==> config.mk <==
export PLATFORM = sky130hd
export DESIGN_NAME = gosc_gpio_out
export DESIGN_NICKNAME = d
export VERILOG_FILES = /design/src/gosc_pkg.sv /design/src/gosc_gpio_out.sv /design/src/gosc_latch_bank.sv
export SDC_FILE = /design/constraint.sdc
export NUM_CORES = 1
export LEC_CHECK = 0
export BUFFER_PORTS_ARGS = -buffer_cell sky130_fd_sc_hd__buf_4
export CORE_AREA = 2 2 168 154
export CTS_CLUSTER_DIAMETER = 60
export DETAILED_ROUTE_END_ITERATION = 7
export DIE_AREA = 0 0 170 156
export GPL_TIMING_DRIVEN = 0
export PLACE_DENSITY = 0.78
export SYNTH_ARGS = -nofsm -noshare
export SYNTH_HDL_FRONTEND = slang
export SYNTH_HIERARCHICAL = 1
export SYNTH_SLANG_ARGS = --single-unit
==> constraint.sdc <==
create_clock -name aclk -period 2.6 [get_ports aclk]
set_input_delay 0.78 -clock aclk [delete_from_list [all_inputs] [get_ports aclk]]
set_output_delay 0.78 -clock aclk [all_outputs]
set_load 0.02 [all_outputs]
==> src/gosc_pkg.sv <==
// Package of constants and types for the GPIO output set/clear block
package gosc_pkg;

  // ****************************************************************
  // Widths
  // ****************************************************************
  localparam int ADDR_W = 32;
  localparam int DATA_W = 32;
  localparam int STRB_W = 4;
  localparam int PIN_COUNT = 81;
  localparam int BANK_COUNT = 3;
  localparam int BANK_W = 32;
  localparam int LOW_DIR_W = 64;
  localparam int DIR2_W = 17;

  // ****************************************************************
  // Register byte addresses
  // ****************************************************************
  localparam logic [ADDR_W-1:0] DIR2_ADDR = 32'h40E0_0014;
  localparam logic [ADDR_W-1:0] SET_HIGH_0_ADDR = 32'h40E0_0018;
  localparam logic [ADDR_W-1:0] SET_HIGH_1_ADDR = 32'h40E0_001C;
  localparam logic [ADDR_W-1:0] SET_HIGH_2_ADDR = 32'h40E0_0020;
  localparam logic [ADDR_W-1:0] DRIVE_LOW_0_ADDR = 32'h40E0_0024;
  localparam logic [ADDR_W-1:0] DRIVE_LOW_1_ADDR = 32'h40E0_0028;
  localparam logic [ADDR_W-1:0] DRIVE_LOW_2_ADDR = 32'h40E0_002C;
  localparam logic [ADDR_W-1:0] LATCH_0_ADDR = 32'h40E0_0100;
  localparam logic [ADDR_W-1:0] LATCH_1_ADDR = 32'h40E0_0104;
  localparam logic [ADDR_W-1:0] LATCH_2_ADDR = 32'h40E0_0108;

  // ****************************************************************
  // Reset values, masks and bus answers
  // ****************************************************************
  localparam logic [BANK_W-1:0] LATCH_RESET = 32'h0000_0000;
  localparam logic [DIR2_W-1:0] DIR2_RESET = 17'h0_0000;
  localparam logic [DATA_W-1:0] WO_READ_VALUE = 32'h0000_0000;
  // Live bits of each bank, bank 2 only holds pins 64 to 80
  localparam logic [BANK_COUNT*BANK_W-1:0] BANK_MASK =
    96'h0001_FFFF_FFFF_FFFF_FFFF_FFFF;
  localparam logic [1:0] RESP_OKAY = 2'h0;
  localparam logic [1:0] RESP_SLVERR = 2'h2;

  // Register selected by an address
  typedef enum logic [3:0] {
    REG_NONE,
    REG_DIR2,
    REG_SET0,
    REG_SET1,
    REG_SET2,
    REG_CLR0,
    REG_CLR1,
    REG_CLR2,
    REG_LAT0,
    REG_LAT1,
    REG_LAT2
  } gosc_reg_t;

endpackage

==> src/gosc_gpio_out.sv <==
// GPIO output set/clear block with AXI4-Lite register slave
//
// The implementer's own choice: the AXI4-Lite interface to the registers.
`timescale 1ns/1ps
`default_nettype none

// Summary of operation
// - Set register one bit drives pin high
// - Clear register one bit drives pin low
// - Set and clear registers are write only
// - Zero bits leave pin output unchanged
// - Writes to input pins held until output
// - Set bank 2 bits 16:0 map pins 64-80
// - Clear bank 1 bit 0 is pin 32
// - Direction one is output, zero is input
// - Reset makes pins 64-80 inputs; pins 0-63 follow direction_low
module gosc_gpio_out
  import gosc_pkg::*;
(
  input wire logic aclk,
  input wire logic aresetn,
  input wire logic [ADDR_W-1:0] s_axi_awaddr,
  input wire logic [2:0] s_axi_awprot,
  input wire logic s_axi_awvalid,
  output logic s_axi_awready,
  input wire logic [DATA_W-1:0] s_axi_wdata,
  input wire logic [STRB_W-1:0] s_axi_wstrb,
  input wire logic s_axi_wvalid,
  output logic s_axi_wready,
  output logic [1:0] s_axi_bresp,
  output logic s_axi_bvalid,
  input wire logic s_axi_bready,
  input wire logic [ADDR_W-1:0] s_axi_araddr,
  input wire logic [2:0] s_axi_arprot,
  input wire logic s_axi_arvalid,
  output logic s_axi_arready,
  output logic [DATA_W-1:0] s_axi_rdata,
  output logic [1:0] s_axi_rresp,
  output logic s_axi_rvalid,
  input wire logic s_axi_rready,
  input wire logic [LOW_DIR_W-1:0] direction_low,
  output logic [PIN_COUNT-1:0] pad_out,
  output logic [PIN_COUNT-1:0] pad_oe
);

  // ****************************************************************
  // Decoding helpers
  // ****************************************************************
  // Address to register, shared by the write and read paths
  function automatic gosc_reg_t decode_addr(input logic [ADDR_W-1:0] a);
    gosc_reg_t r;
    r = REG_NONE;
    unique case (a)
      DIR2_ADDR: r = REG_DIR2;
      SET_HIGH_0_ADDR: r = REG_SET0;
      SET_HIGH_1_ADDR: r = REG_SET1;
      SET_HIGH_2_ADDR: r = REG_SET2;
      DRIVE_LOW_0_ADDR: r = REG_CLR0;
      DRIVE_LOW_1_ADDR: r = REG_CLR1;
      DRIVE_LOW_2_ADDR: r = REG_CLR2;
      LATCH_0_ADDR: r = REG_LAT0;
      LATCH_1_ADDR: r = REG_LAT1;
      LATCH_2_ADDR: r = REG_LAT2;
      default: r = REG_NONE;
    endcase
    return r;
  endfunction

  // Byte strobes widened to a bit mask
  function automatic logic [DATA_W-1:0] strb_mask(
    input logic [STRB_W-1:0] s
  );
    logic [DATA_W-1:0] m;
    m = '0;
    for (int i = 0; i < STRB_W; i++) begin
      m[i*8 +: 8] = {8{s[i]}};
    end
    return m;
  endfunction

  // ****************************************************************
  // Write channel capture
  // ****************************************************************
  logic aw_held;
  logic [ADDR_W-1:0] aw_addr_q;
  logic w_held;
  logic [DATA_W-1:0] w_data_q;
  logic [STRB_W-1:0] w_strb_q;
  logic wr_commit;
  gosc_reg_t wr_sel;
  logic [DATA_W-1:0] wr_bits;
  logic [DATA_W-1:0] wr_mask;

  // One slot per channel; address and data may come in either order
  assign s_axi_awready = !aw_held;
  assign s_axi_wready = !w_held;
  // Commit waits for a pending response so only one write is in flight
  assign wr_commit = aw_held && w_held && !s_axi_bvalid;
  assign wr_sel = decode_addr(aw_addr_q);
  assign wr_mask = strb_mask(w_strb_q);
  assign wr_bits = w_data_q & wr_mask;

  // Address slot
  always_ff @(posedge aclk) begin
    if (!aresetn) begin
      aw_held <= 1'b0;
      aw_addr_q <= '0;
    end else if (s_axi_awvalid && s_axi_awready) begin
      aw_held <= 1'b1;
      aw_addr_q <= s_axi_awaddr;
    end else if (wr_commit) begin
      aw_held <= 1'b0;
    end
  end

  // Data slot
  always_ff @(posedge aclk) begin
    if (!aresetn) begin
      w_held <= 1'b0;
      w_data_q <= '0;
      w_strb_q <= '0;
    end else if (s_axi_wvalid && s_axi_wready) begin
      w_held <= 1'b1;
      w_data_q <= s_axi_wdata;
      w_strb_q <= s_axi_wstrb;
    end else if (wr_commit) begin
      w_held <= 1'b0;
    end
  end

  // Write response, unmapped addresses answer with a slave error
  always_ff @(posedge aclk) begin
    if (!aresetn) begin
      s_axi_bvalid <= 1'b0;
      s_axi_bresp <= RESP_OKAY;
    end else if (wr_commit) begin
      s_axi_bvalid <= 1'b1;
      s_axi_bresp <= (wr_sel == REG_NONE) ? RESP_SLVERR : RESP_OKAY;
    end else if (s_axi_bready) begin
      s_axi_bvalid <= 1'b0;
    end
  end

  // ****************************************************************
  // Direction for pins 64 to 80
  // ****************************************************************
  logic [DIR2_W-1:0] dir2;

  // Byte lanes honoured; upper reserved bits are not stored
  always_ff @(posedge aclk) begin
    if (!aresetn) begin
      dir2 <= DIR2_RESET;
    end else if (wr_commit && wr_sel == REG_DIR2) begin
      dir2 <= (dir2 & ~wr_mask[DIR2_W-1:0]) | wr_bits[DIR2_W-1:0];
    end
  end

  // ****************************************************************
  // Output latch banks
  // ****************************************************************
  logic [BANK_COUNT*BANK_W-1:0] latch_all;
  logic [BANK_COUNT-1:0] set_hit;
  logic [BANK_COUNT-1:0] clr_hit;

  // Bank strobes from the decoded write target
  assign set_hit = {wr_sel == REG_SET2, wr_sel == REG_SET1,
                    wr_sel == REG_SET0};
  assign clr_hit = {wr_sel == REG_CLR2, wr_sel == REG_CLR1,
                    wr_sel == REG_CLR0};

  // Latches update whatever the direction, so input pins keep the value
  for (genvar b = 0; b < BANK_COUNT; b++) begin : g_bank
    gosc_latch_bank #(
      .LIVE_MASK(BANK_MASK[b*BANK_W +: BANK_W])
    ) u_bank (
      .aclk(aclk),
      .aresetn(aresetn),
      .set_en(wr_commit && set_hit[b]),
      .clr_en(wr_commit && clr_hit[b]),
      .bits(wr_bits),
      .latch(latch_all[b*BANK_W +: BANK_W])
    );
  end

  // ****************************************************************
  // Pads
  // ****************************************************************
  // Direction one enables the driver; zero leaves the pad released
  assign pad_oe = {dir2, direction_low};
  assign pad_out = latch_all[PIN_COUNT-1:0];

  // ****************************************************************
  // Read channel
  // ****************************************************************
  gosc_reg_t rd_sel;
  logic [DATA_W-1:0] rd_value;

  assign s_axi_arready = !s_axi_rvalid;
  assign rd_sel = decode_addr(s_axi_araddr);

  // Write-only registers read a fixed value that means nothing
  always_comb begin
    rd_value = WO_READ_VALUE;
    unique case (rd_sel)
      REG_DIR2: rd_value = {{(DATA_W-DIR2_W){1'b0}}, dir2};
      REG_LAT0: rd_value = latch_all[0 +: BANK_W];
      REG_LAT1: rd_value = latch_all[BANK_W +: BANK_W];
      REG_LAT2: rd_value = latch_all[2*BANK_W +: BANK_W];
      REG_SET0, REG_SET1, REG_SET2,
      REG_CLR0, REG_CLR1, REG_CLR2: rd_value = WO_READ_VALUE;
      REG_NONE: rd_value = WO_READ_VALUE;
    endcase
  end

  // Read data held until the master takes it
  always_ff @(posedge aclk) begin
    if (!aresetn) begin
      s_axi_rvalid <= 1'b0;
      s_axi_rdata <= '0;
      s_axi_rresp <= RESP_OKAY;
    end else if (s_axi_arvalid && s_axi_arready) begin
      s_axi_rvalid <= 1'b1;
      s_axi_rdata <= rd_value;
      s_axi_rresp <= (rd_sel == REG_NONE) ? RESP_SLVERR : RESP_OKAY;
    end else if (s_axi_rready) begin
      s_axi_rvalid <= 1'b0;
    end
  end
endmodule

`default_nettype wire

==> src/gosc_latch_bank.sv <==
// One bank of per-pin output latches driven by set and clear writes
`timescale 1ns/1ps
`default_nettype none

module gosc_latch_bank
  import gosc_pkg::*;
#(
  parameter logic [BANK_W-1:0] LIVE_MASK = 32'hFFFF_FFFF
) (
  input wire logic aclk,
  input wire logic aresetn,
  input wire logic set_en,
  input wire logic clr_en,
  input wire logic [BANK_W-1:0] bits,
  output logic [BANK_W-1:0] latch
);

  // ****************************************************************
  // Latch update
  // ****************************************************************
  // Zero bits leave a pin alone; dead bits never store a one
  always_ff @(posedge aclk) begin
    if (!aresetn) begin
      latch <= LATCH_RESET;
    end else if (set_en) begin
      latch <= latch | (bits & LIVE_MASK);
    end else if (clr_en) begin
      latch <= latch & ~(bits & LIVE_MASK);
    end
  end

endmodule

`default_nettype wire

==> impl_results.md <==
* CTS max path bufs at 3
* Total track usage at about a quarter
* Final WL at ~34,000 um
* Vias per cell at roughly 5.3
* GR Overflow Total at 0
* Die area at 0.0265 mm2
* Register area at 0.00408 mm2
* Register clock-pin slew on the reported worst setup and hold paths at roughly 0.060 ns
* Crit Path Category: input pin to register
* Final instance count without filler cells at between 1,500 and 2,000
* Initial antenna violation count at 0
* Setup tns final at 0 ns
* Final Max Tran Viols at 0
* Vias in the first global route at between 9,000 and 10,000
* Most used DFF post-synth: dfxtp_1
* Clock sink total at 204
* Max-capacitance violation count at 0
* Rows at 55
* Yosys reg bits at roughly 200
* Share of cells above drive strength 1 at 34.7%
* DP HPWL at approximately 26,000 um
* Diodes inserted at 0
* VDD IR max at roughly 350 uV
* Area Growth Syn to Fin at 39.6%
* EDFF count, synth at 0
* Clk root buf: clkbuf_16
* YS warnings at 6
* Yosys top cell by area: dfxtp_1
* Async SR Flop Fraction at 0%
* # setup viols final at 0
* Largest net degree at the start of global routing at 15
* RSZ-0062 raised after global routing: no
* Area contributors post-synth: dfxtp_1, nand2_1, a31o_1, buf_4, and3_1
* Hold Vio Cnt, Final at 0
* Crit end category: register
* Vias at approximately 9,800
* CP startpoint kind: input pin
* Achievable Freq at 0.403 GHz
* Drt pass-1 iters at 8
* Slew at the pin with the worst max-slew slack at just over 0.9 ns
* H-tree depth at 1
* Die width at 170 um
* Detail Route Antenna Nets at 0
* Synth unique cells at 53
* Cells after Synth at around 1,200
* Post-Syn Area at around 0.01 mm2
* # DRC at 0
* Clk_lat worst skew at roughly 0.52 ns
* Worst-path maximum fanout at 10
* Height of the die at about 160 um
* Worst min path class: register to register
* Final period util at a little over nine tenths
* Initial drt markers at 793
* Port bufs at between 300 and 400
* CTS buffer count at 24
* WP data required at around 3 ns
* Status: completed
* Final hold slack at about 0.44 ns
* Initial core utilization at roughly two fifths
* Filler Cells Inserted at 2,228
* Pwr Density at between 500 and 600 mW/mm2
* First-pass GRT wire length at between 40,000 and 50,000 um
* Rel. slew slack at between 30% and 40%
* Inst Count DP at approximately 1,800
* GP Congestion at 0.864
* Mapped Avg Cell Area at ~8.4 um2
* CORE AREA at ~0.025 mm2
* Area taken by multi-input logic gates at between 0.004 and 0.005 mm2
* WP data arrival at roughly 2.9 ns
* Final-stage net count at between 1,500 and 2,000
* Synth top area share at between 40% and 50%
* P_leak at between 6 and 7 nW
* Post-synthesis sequential area ratio at 41.9%
* Final critical-path required period at 2.48 ns
* CTS tree: done
* Clock Skew at between 0.015 and 0.02 ns
* IO Count at between 300 and 400
* Wire length per cell at between 15 and 20 um
[repair_timing]
item,in CTS,in global routing
hold buffers,0,0
buffers inserted,3,5
setup endpoints to repair,81,97
cloned,1,1
pin swaps,1,4
resized for setup,29,21
[where the power goes]
group          leakage (nW)  total, mW  internal, mW  switching (mW)
Clock                 0.432       3.75          2.37            1.37
Combinational          4.09      0.825         0.385           0.441
Sequential             1.65       3.24          3.20          0.0483
Total                  6.18       7.82          5.95            1.86
[worst max-delay path: stages]
cell,delay [ns]
buf_4,0.11
or4_4,0.57
nor4_4,0.54
nor3b_4,0.48
buf_6,0.20
a22oi_1,0.09
o21ai_1,0.14
[layout by cell type (no fill, tap or decap), types with 17 or more instances in the layout]
| cell type | n |
|---|---|
| buf_4 | 399 |
| nand2_1 | 273 |
| dfxtp_1 | 204 |
| a21oi_1 | 88 |
| and3_1 | 81 |
| a31o_1 | 74 |
| clkbuf_1 | 40 |
| o21ai_0 | 38 |
| and2_1 | 32 |
| buf_6 | 28 |
| clkbuf_16 | 25 |
| nand4_1 | 21 |
| nor2_1 | 18 |
| mux2i_1 | 17 |
| a22o_1 | 17 |
| conb_1 | 17 |
[synthesized netlist by cell type, drive strengths merged (4+ instances only)]
master  instances
nor4b           7
a22o           17
nor3b           4
nand2b          4
buf           119
nor2b           5
and2           32
a31o           81
a22oi          15
mux2           15
mux2i          17
dfxtp         204
nor3            5
nand4          21
and3           81
nor2           20
o21ai          53
a21oi          88
clkbuf         46
nor4            4
inv             6
o211ai         18
nand2         273
[path summary, 6_finish.rpt]
check / from / to / slack, ns / cells after the start
worst max-delay path: s_axi_araddr[1] / s_axi_rdata[24] / 0.12 / 7
worst min-delay path: s_axi_rdata[0] / s_axi_rdata[0] / 0.44 / 2
worst max register to register: aw_addr_q[12] / register / 0.14 / 10
worst min register to register: s_axi_rdata[0] / s_axi_rdata[0] / 0.44 / 2
[routing by layer]
layer	wire length (um)	vias to the layer above	track usage, %
met5	0	-	0
met4	1140	0	9.52
met3	3140	64	5.89
met2	16000	428	39.5
met1	13700	4607	30.2
li1	-	4676	-
[per-stage QoR]
| stage | setup WS, ns | total power, mW | area, um2 | utilization [%] |
|---|---|---|---|---|
| 2_1_floorplan | 0.0396 | 3.77 | 9810 | - |
| 3_3_place_gp | -0.552 | 4.11 | 12500 | 50.5 |
| 3_5_place_dp | -0.572 | 4.12 | 12500 | 50.5 |
| 4_1_cts | 0.00714 | 7.86 | 13500 | 54.6 |
| 5_1_grt | 0.000687 | 8.08 | 13600 | 55.0 |
| 6_report | 0.118 | 7.82 | 13600 | 55.0 |
[final cells by class]
type / instances / share of cell area (%)
inverter: 7 / 0.193
sequential: 204 / 30.0
multi-input combinational: 797 / 34.4
buffer: 165 / 8.53
clock buffer: 31 / 5.05
tap: 313 / 2.87
timing repair buffer: 316 / 17.4
clock inverter: 13 / 1.52
[logic make-up after synthesis]
kind of cell,Yosys count,synth area share (%)
compound gates,280,19.7
other cells,2,0.0770
buf+inv,172,11.6
xor+xnor,1,0.0898
simple gates,467,23.2
mux,32,3.48
flops,204,41.9
Note: power is estimated with default switching activity, not from simulation.
